$ cat config.mk
export PLATFORM = sky130hd
export DESIGN_NAME = mpio_pin_ctrl
export DESIGN_NICKNAME = d
export VERILOG_FILES = /design/src/shared/mpio_pkg.sv /design/src/design/mpio_pin_ctrl.sv /design/src/design/mpio_sync.sv
export VERILOG_INCLUDE_DIRS = /design/src /design/src/shared
export SDC_FILE = /design/constraint.sdc
export NUM_CORES = 1
export LEC_CHECK = 0
export BUFFER_PORTS_ARGS = -buffer_cell sky130_fd_sc_hd__buf_2
export CORE_MARGIN = 1.5
export CORE_UTILIZATION = 46
export DETAILED_ROUTE_END_ITERATION = 8
export PLACE_DENSITY = 0.76
export SYNTH_ARGS = -nofsm -noshare
export SYNTH_HDL_FRONTEND = slang
export SYNTH_SLANG_ARGS = --single-unit
$ cat constraint.sdc
create_clock -name mclk -period 1.63 [get_ports mclk]
set_clock_uncertainty 0.2 [all_clocks]
set_input_delay 0.326 -clock mclk [delete_from_list [all_inputs] [get_ports mclk]]
set_output_delay 0.326 -clock mclk [all_outputs]
set_load 0.02 [all_outputs]
$ cat src/shared/mpio_defines.svh
// Summary of operation
// - Bidirectional pin in output mode drives the level of output-level bit 7.
// - Output pin 1 in general output function drives output-level bit 6.
// - Output pins 2, 3, 4 in general output follow bits 5, 4, 3.
// - Output-level bits reset to zero, read back; bits 2-0 read zero.
// - Monitor bit 7 reports bidirectional pin level in input mode; rest zero.
// - Input pin 1 function in select A bits 6-4: off, general, clock, daisy.
// - Function codes 4-7 route the pin as PDM data for pairs 1-4.
// - Input pin 2 function in select A bits 2-0; bits 7, 3 zero.
// - Select A at page 0 address 0x2b resets to zero, pins disabled.
// - Select B at 0x2c resets zero; pins 3 and 4 in bits 6-4, 2-0.
// - Output pin is general output only when its function code is 1.
// - Output-level register sits at page 0 address 0x29, resets to zero.
`ifndef MPIO_DEFINES_SVH
`define MPIO_DEFINES_SVH

`define MPIO_PAGE 8'h00
`define MPIO_ADDR_OUT_LEVELS 8'h29
`define MPIO_ADDR_BIDIR_MON 8'h2a
`define MPIO_ADDR_IN_SEL_A 8'h2b
`define MPIO_ADDR_IN_SEL_B 8'h2c

`define MPIO_RST_OUT_LEVELS 8'h00
`define MPIO_RST_BIDIR_MON 8'h00
`define MPIO_RST_IN_SEL 8'h00

`define MPIO_MASK_OUT_LEVELS 8'hf8
`define MPIO_MASK_BIDIR_MON 8'h80
`define MPIO_MASK_IN_SEL 8'h77

`define MPIO_BIT_BIDIR 7
`define MPIO_BIT_OUT1 6
`define MPIO_BIT_OUT2 5
`define MPIO_BIT_OUT3 4
`define MPIO_BIT_OUT4 3
`define MPIO_BIT_MON 7
`define MPIO_SEL_HI_MSB 6
`define MPIO_SEL_HI_LSB 4
`define MPIO_SEL_LO_MSB 2
`define MPIO_SEL_LO_LSB 0

`define MPIO_OUT_FUNC_GPO 4'h1
`define MPIO_SYNC_WIDTH 5
`define MPIO_WARM_DONE 2'h3

`endif

$ cat src/shared/mpio_pkg.sv
package mpio_pkg;

   typedef enum logic [2:0]
   {
      MPIO_IN_OFF = 3'h0,
      MPIO_IN_GENERAL = 3'h1,
      MPIO_IN_MCLK = 3'h2,
      MPIO_IN_DAISY = 3'h3,
      MPIO_IN_PDM12 = 3'h4,
      MPIO_IN_PDM34 = 3'h5,
      MPIO_IN_PDM56 = 3'h6,
      MPIO_IN_PDM78 = 3'h7
   } mpio_in_func_t;

   typedef logic [3:0] mpio_out_func_t;

   typedef struct packed
   {
      logic [4:0] stage1;
      logic [4:0] stage2;
   } mpio_sync_state_t;

   typedef struct packed
   {
      logic [7:0] output_pin_levels;
      mpio_in_func_t in_pin1_function;
      mpio_in_func_t in_pin2_function;
      mpio_in_func_t in_pin3_function;
      mpio_in_func_t in_pin4_function;
      logic bidir_pin_in_level;
      logic [7:0] reg_rdata;
      logic reg_rvalid;
      logic bidir_o;
      logic bidir_oe;
      logic [3:0] out_o;
      logic [3:0] out_oe;
      logic [3:0] gpi_level;
      logic master_clk_in;
      logic daisy_chain_serial_in;
      logic [3:0] pdm_data_in;
      logic [1:0] warm;
   } mpio_state_t;

endpackage

$ cat src/design/mpio_pin_ctrl.sv
`include "mpio_defines.svh"

module mpio_pin_ctrl
(
   input wire logic mclk,
   input wire logic reset_n,
   input wire logic [7:0] reg_page,
   input wire logic [7:0] reg_addr,
   input wire logic reg_wr,
   input wire logic reg_rd,
   input wire logic [7:0] reg_wdata,
   output logic [7:0] reg_rdata,
   output logic reg_rvalid,
   input wire logic bidir_gpo_mode,
   input wire logic bidir_gpi_mode,
   input wire mpio_pkg::mpio_out_func_t out_pin1_function,
   input wire mpio_pkg::mpio_out_func_t out_pin2_function,
   input wire mpio_pkg::mpio_out_func_t out_pin3_function,
   input wire mpio_pkg::mpio_out_func_t out_pin4_function,
   input wire logic bidir_pin_i,
   output logic bidir_pin_o,
   output logic bidir_pin_oe,
   output logic out_pin1_o,
   output logic out_pin1_oe,
   output logic out_pin2_o,
   output logic out_pin2_oe,
   output logic out_pin3_o,
   output logic out_pin3_oe,
   output logic out_pin4_o,
   output logic out_pin4_oe,
   input wire logic in_pin1,
   input wire logic in_pin2,
   input wire logic in_pin3,
   input wire logic in_pin4,
   output logic in_pin1_gpi,
   output logic in_pin2_gpi,
   output logic in_pin3_gpi,
   output logic in_pin4_gpi,
   output logic master_clk_in,
   output logic daisy_chain_serial_in,
   output logic pdm_data_in_pair1,
   output logic pdm_data_in_pair2,
   output logic pdm_data_in_pair3,
   output logic pdm_data_in_pair4
);
   import mpio_pkg::*;

   mpio_state_t s;
   mpio_state_t next_s;
   logic [`MPIO_SYNC_WIDTH-1:0] sync_lv;
   logic page_ok;
   logic wr_hit;

   mpio_sync u_sync
   (
      .mclk(mclk),
      .reset_n(reset_n),
      .async_in({bidir_pin_i, in_pin4, in_pin3, in_pin2, in_pin1}),
      .sync_out(sync_lv)
   );

   // Lowest-numbered pin wins when several pick the same route
   function automatic logic route_pick(input mpio_in_func_t f1, input mpio_in_func_t f2,
                                       input mpio_in_func_t f3, input mpio_in_func_t f4,
                                       input logic [3:0] lv, input mpio_in_func_t code);
      logic r;
      r = 1'b0;
      if (f4 == code)
         r = lv[3];
      if (f3 == code)
         r = lv[2];
      if (f2 == code)
         r = lv[1];
      if (f1 == code)
         r = lv[0];
      return r;
   endfunction

   function automatic logic [7:0] read_mux(input mpio_state_t st, input logic [7:0] addr);
      logic [7:0] d;
      d = 8'h00;
      case (addr)
         `MPIO_ADDR_OUT_LEVELS:
            d = st.output_pin_levels & `MPIO_MASK_OUT_LEVELS;
         `MPIO_ADDR_BIDIR_MON:
            d = {st.bidir_pin_in_level, 7'h00};
         `MPIO_ADDR_IN_SEL_A:
            d = {1'b0, st.in_pin1_function, 1'b0, st.in_pin2_function};
         `MPIO_ADDR_IN_SEL_B:
            d = {1'b0, st.in_pin3_function, 1'b0, st.in_pin4_function};
         default:
            d = 8'h00;
      endcase
      return d;
   endfunction

   function automatic logic is_gpo(input mpio_out_func_t f);
      return f == `MPIO_OUT_FUNC_GPO;
   endfunction

   assign page_ok = reg_page == `MPIO_PAGE;
   assign wr_hit = reg_wr && page_ok;

   always_comb
   begin
      next_s = s;
      if (s.warm != `MPIO_WARM_DONE)
         next_s.warm = s.warm + 2'h1;
      // Reserved bits are dropped on write so they always read zero
      if (wr_hit)
      begin
         case (reg_addr)
            `MPIO_ADDR_OUT_LEVELS:
               next_s.output_pin_levels = reg_wdata & `MPIO_MASK_OUT_LEVELS;
            `MPIO_ADDR_IN_SEL_A:
            begin
               next_s.in_pin1_function =
                  mpio_in_func_t'(reg_wdata[`MPIO_SEL_HI_MSB:`MPIO_SEL_HI_LSB]);
               next_s.in_pin2_function =
                  mpio_in_func_t'(reg_wdata[`MPIO_SEL_LO_MSB:`MPIO_SEL_LO_LSB]);
            end
            `MPIO_ADDR_IN_SEL_B:
            begin
               next_s.in_pin3_function =
                  mpio_in_func_t'(reg_wdata[`MPIO_SEL_HI_MSB:`MPIO_SEL_HI_LSB]);
               next_s.in_pin4_function =
                  mpio_in_func_t'(reg_wdata[`MPIO_SEL_LO_MSB:`MPIO_SEL_LO_LSB]);
            end
            default:
               next_s.warm = next_s.warm;
         endcase
      end
      // Monitor holds its last sample while the pin is not an input
      if (bidir_gpi_mode)
         next_s.bidir_pin_in_level = sync_lv[4];
      // Other pages and unmapped addresses answer zero
      next_s.reg_rvalid = reg_rd;
      if (reg_rd)
         next_s.reg_rdata = page_ok ? read_mux(s, reg_addr) : 8'h00;
      next_s.bidir_oe = bidir_gpo_mode;
      next_s.bidir_o = bidir_gpo_mode & s.output_pin_levels[`MPIO_BIT_BIDIR];
      // Pin released outside general output; stored level untouched
      next_s.out_oe[0] = is_gpo(out_pin1_function);
      next_s.out_oe[1] = is_gpo(out_pin2_function);
      next_s.out_oe[2] = is_gpo(out_pin3_function);
      next_s.out_oe[3] = is_gpo(out_pin4_function);
      next_s.out_o[0] = next_s.out_oe[0] & s.output_pin_levels[`MPIO_BIT_OUT1];
      next_s.out_o[1] = next_s.out_oe[1] & s.output_pin_levels[`MPIO_BIT_OUT2];
      next_s.out_o[2] = next_s.out_oe[2] & s.output_pin_levels[`MPIO_BIT_OUT3];
      next_s.out_o[3] = next_s.out_oe[3] & s.output_pin_levels[`MPIO_BIT_OUT4];
      next_s.gpi_level[0] = (s.in_pin1_function == MPIO_IN_GENERAL) & sync_lv[0];
      next_s.gpi_level[1] = (s.in_pin2_function == MPIO_IN_GENERAL) & sync_lv[1];
      next_s.gpi_level[2] = (s.in_pin3_function == MPIO_IN_GENERAL) & sync_lv[2];
      next_s.gpi_level[3] = (s.in_pin4_function == MPIO_IN_GENERAL) & sync_lv[3];
      // Clock route passes through two sync stages, so only slow clocks survive
      next_s.master_clk_in = route_pick(s.in_pin1_function, s.in_pin2_function,
         s.in_pin3_function, s.in_pin4_function, sync_lv[3:0], MPIO_IN_MCLK);
      next_s.daisy_chain_serial_in = route_pick(s.in_pin1_function, s.in_pin2_function,
         s.in_pin3_function, s.in_pin4_function, sync_lv[3:0], MPIO_IN_DAISY);
      next_s.pdm_data_in[0] = route_pick(s.in_pin1_function, s.in_pin2_function,
         s.in_pin3_function, s.in_pin4_function, sync_lv[3:0], MPIO_IN_PDM12);
      next_s.pdm_data_in[1] = route_pick(s.in_pin1_function, s.in_pin2_function,
         s.in_pin3_function, s.in_pin4_function, sync_lv[3:0], MPIO_IN_PDM34);
      next_s.pdm_data_in[2] = route_pick(s.in_pin1_function, s.in_pin2_function,
         s.in_pin3_function, s.in_pin4_function, sync_lv[3:0], MPIO_IN_PDM56);
      next_s.pdm_data_in[3] = route_pick(s.in_pin1_function, s.in_pin2_function,
         s.in_pin3_function, s.in_pin4_function, sync_lv[3:0], MPIO_IN_PDM78);
   end

   always_ff @(posedge mclk or negedge reset_n)
   begin
      if (!reset_n)
      begin
         s <= '0;
      end
      else
      begin
         s <= next_s;
      end
   end

   assign reg_rdata = s.reg_rdata;
   assign reg_rvalid = s.reg_rvalid;
   assign bidir_pin_o = s.bidir_o;
   assign bidir_pin_oe = s.bidir_oe;
   assign out_pin1_o = s.out_o[0];
   assign out_pin1_oe = s.out_oe[0];
   assign out_pin2_o = s.out_o[1];
   assign out_pin2_oe = s.out_oe[1];
   assign out_pin3_o = s.out_o[2];
   assign out_pin3_oe = s.out_oe[2];
   assign out_pin4_o = s.out_o[3];
   assign out_pin4_oe = s.out_oe[3];
   assign in_pin1_gpi = s.gpi_level[0];
   assign in_pin2_gpi = s.gpi_level[1];
   assign in_pin3_gpi = s.gpi_level[2];
   assign in_pin4_gpi = s.gpi_level[3];
   assign master_clk_in = s.master_clk_in;
   assign daisy_chain_serial_in = s.daisy_chain_serial_in;
   assign pdm_data_in_pair1 = s.pdm_data_in[0];
   assign pdm_data_in_pair2 = s.pdm_data_in[1];
   assign pdm_data_in_pair3 = s.pdm_data_in[2];
   assign pdm_data_in_pair4 = s.pdm_data_in[3];
endmodule

$ cat src/design/mpio_sync.sv
`include "mpio_defines.svh"

module mpio_sync
(
   input wire logic mclk,
   input wire logic reset_n,
   input wire logic [`MPIO_SYNC_WIDTH-1:0] async_in,
   output logic [`MPIO_SYNC_WIDTH-1:0] sync_out
);
   import mpio_pkg::*;

   mpio_sync_state_t s;
   mpio_sync_state_t next_s;

   // First stage feeds only the second; nothing else may look at it
   always_comb
   begin
      next_s = s;
      next_s.stage1 = async_in;
      next_s.stage2 = s.stage1;
   end

   always_ff @(posedge mclk or negedge reset_n)
   begin
      if (!reset_n)
      begin
         s <= '0;
      end
      else
      begin
         s <= next_s;
      end
   end

   assign sync_out = s.stage2;

endmodule

==> impl_metrics.csv <==
group,metric,value,unit
clock_network,cts_tree,"done",
final_layout,syn2layout_area_growth,37.0,%
clock_network,clockRootBuffer,"clkbuf_8",
place,gp_congestion,0.789,
final_layout,final_core_util,0.651,
global_routing,grt_max_degree,58,
power_and_ir_drop,p_total,0.00316,W
place,hpwl,4050,um
clock_network,clock_insertion_delay_worst_skew,0.34,ns
power_and_ir_drop,leakage,1.78,nW
global_routing,grt_usage,0.215,
synth,synth.distinct_cells,37,
clock_network,clockBufferDepth,2,
final_layout,stdcell_area,3560,um^2
worst_setup_path,crit_fanout,6,
timing,rsz0062_at_grt,"false",
synth,async_flop_share,1.00,
timing,hold_viol,0,
synth,yosysSeqAreaShare,0.549,
worst_setup_path,crit_arrival,1.53,ns
clock_network,clkTransAtPathRegs,0.06,ns
detailed_routing,antenna_left,0,
clock_network,cts_setup_buffers,0,
timing,finalCritPeriodShare,0.931,
final_layout,fillCellCount,436,
synth,syn_inst,214,
detailed_routing,first_pass_iters,4,
worst_setup_path,crit_path_end_kind,"flop",
die,fp.dieArea,6110,um^2
detailed_routing,routed_wl,5780,um
clock_network,cts_inserted_buffers,9,
final_layout,mostFrequentLayoutCell,"buf_2",
detailed_routing,wire_per_inst,14.5,um
synth,synth-edff-count,0,
worst_setup_path,critPathRequiredTime,1.64,ns
synth,ys.warnings.count,0,
place,post_dp_cell_area,3140,um^2
timing,fin_crit,1.52,ns
run,drv_cap,0,
synth,ys_ff_latch,57,
synth,synth_area,2600,um^2
final_layout,multi_input_area,1030,um^2
final_layout,layout_common_cells,"79 x buf_2, 56 x dfrtp_1, 19 x dlygate4sd3_1",
timing,fmax,659,MHz
timing,max-slew-margin-rel,0.715,
synth,synth_nets,265,
die,core,5470,um^2
synth,avgSynthCellArea,12.1,um^2
global_routing,antenna_found_initial,0,
detailed_routing,viasPerCell,4.99,
global_routing,grt-ovfl-total,0,
power_and_ir_drop,power_density,887,nW/um^2
clock_network,numClockSinks,57,
detailed_routing,route.vias.total,1993,
detailed_routing,drt_iter0_markers,116,
die,ios,80,
min_path,hp-class,"in2reg",
synth,synth_ff_type,"dfrtp_1",
global_routing,grt_pass1_wl,9680,um
worst_setup_path,crit_type,"reg2reg",
die,die_h,78.2,um
final_layout,antennaDiodeCount,0,
timing,tightest_slew,0.428,ns
timing,setup_viol,0,
clock_network,h-tree-depth,3,
place,portBuffers,79,
die,fp.dieW,78.2,um
detailed_routing,drcViolationCount,0,
final_layout,drive_gt1_frac,0.431,
worst_setup_path,start_kind,"flop",
final_layout,final-seq-area,1430,um^2
die,rows,27,
die,initial_core_util,0.475,
outcome,status,"complete, no violations",
global_routing,first_global_vias,2049,
final_layout,finalNetCount,374,
timing,slew_viol_final,0,
power_and_ir_drop,peakVddDrop,0.484,mV
[metrics by stage]
stage | cells | setup WS, ns | setup TNS (ns) | hold WS, ns
floorplan | 214 | -0.0319 | -0.440 | -0.170
global placement | 365 | -0.170 | -3.80 | 0.132
detailed placement | 365 | -0.202 | -4.39 | 0.136
CTS | 399 | 0.0499 | 0 | 0.00453
global route | 399 | 0.0301 | 0 | 0.00746
finish | 399 | 0.113 | 0 | 0.0169
[what timing repair did]
| item | CTS | global route |
|---|---|---|
| hold buffers | 19 | 0 |
| setup endpoints to repair | 0 | 1 |
| resized for setup | 0 | 2 |
| endpoints found under the hold margin | 67 | 0 |
[sequential cells by signal (all words and copies together), names as in the netlist, 5 cells and up]
signal	cells
u_sync.sync_out	5
s	18
u_sync.next_s	5
reg_rdata	8
[cell type report]
type                            count  area share
Clock buffer                       13      0.0474
Timing Repair Buffer              117       0.208
Clock inverter                      2      0.0169
Tap cell                           72      0.0253
Multi-Input combinational cell    127       0.290
Sequential cell                    57       0.401
Inverter                           11      0.0116
[path summary, 6_finish.rpt]
path                                  start                 end  slack, ns  cells after the start
min                            reg_wdata[7]               s[51]       0.02                      2
min reg2reg                u_sync.next_s[4]  u_sync.sync_out[4]       0.15                      0
max in group asynchronous           reset_n               s[36]       0.66                      3
max reg2reg                           s[37]       master_clk_in       0.11                      4
max                                   s[37]       master_clk_in       0.11                      4
min in group asynchronous           reset_n         in_pin1_gpi       0.32                      3
[where the power goes]
| part | switching, W | leakage [nW] | internal, W | total [W] |
|---|---|---|---|---|
| logic | 0.0000939 | 0.898 | 0.000108 | 0.000201 |
| registers | 0.0000135 | 0.764 | 0.00144 | 0.00145 |
| clock network | 0.000531 | 0.116 | 0.000978 | 0.00151 |
| total | 0.000639 | 1.78 | 0.00252 | 0.00316 |
[cells by family after synthesis]
logic type | after synthesis | synth area share
AOI/OAI and AO/OA | 31 | 0.0857
muxes | 23 | 0.122
and+or+nand+nor | 73 | 0.184
DFF | 57 | 0.549
buffers and inverters | 30 | 0.0592
[cell usage after synthesis, types with 4 or more instances]
cell type  instances  area share
nor3b_1            4       0.012
nor4b_1            4       0.013
nand3b_1           6       0.017
o21ai_0            5      0.0096
a31oi_1            6       0.014
inv_1             11       0.016
and2_1             6       0.014
mux2i_1            4       0.015
dfrtp_1           57        0.55
clkbuf_1           9       0.013
o22ai_1            6       0.014
nand3_1            4      0.0077
buf_4              9       0.026
nand2_1           10       0.014
nor2_1            15       0.022
nand2b_1           4      0.0096
mux2_4            17       0.098
[layer usage]
layer / global-route usage / wire [um] / vias up / part of all wire
met5: 0 / 0 / - / 0
met3: 0.0779 / 288 / 9 / 0.050
met4: 0.105 / 102 / 0 / 0.018
li1: - / - / 975 / -
met2: 0.351 / 2870 / 61 / 0.50
met1: 0.249 / 2520 / 948 / 0.44
[worst max-delay path: stages, from the launching register on]
cell     delay, ns
dfrtp_1       0.45
nor3b_2       0.20
mux2_2        0.34
o21ai_0       0.08
a31oi_1       0.11
(Power assumes the default switching activity.)
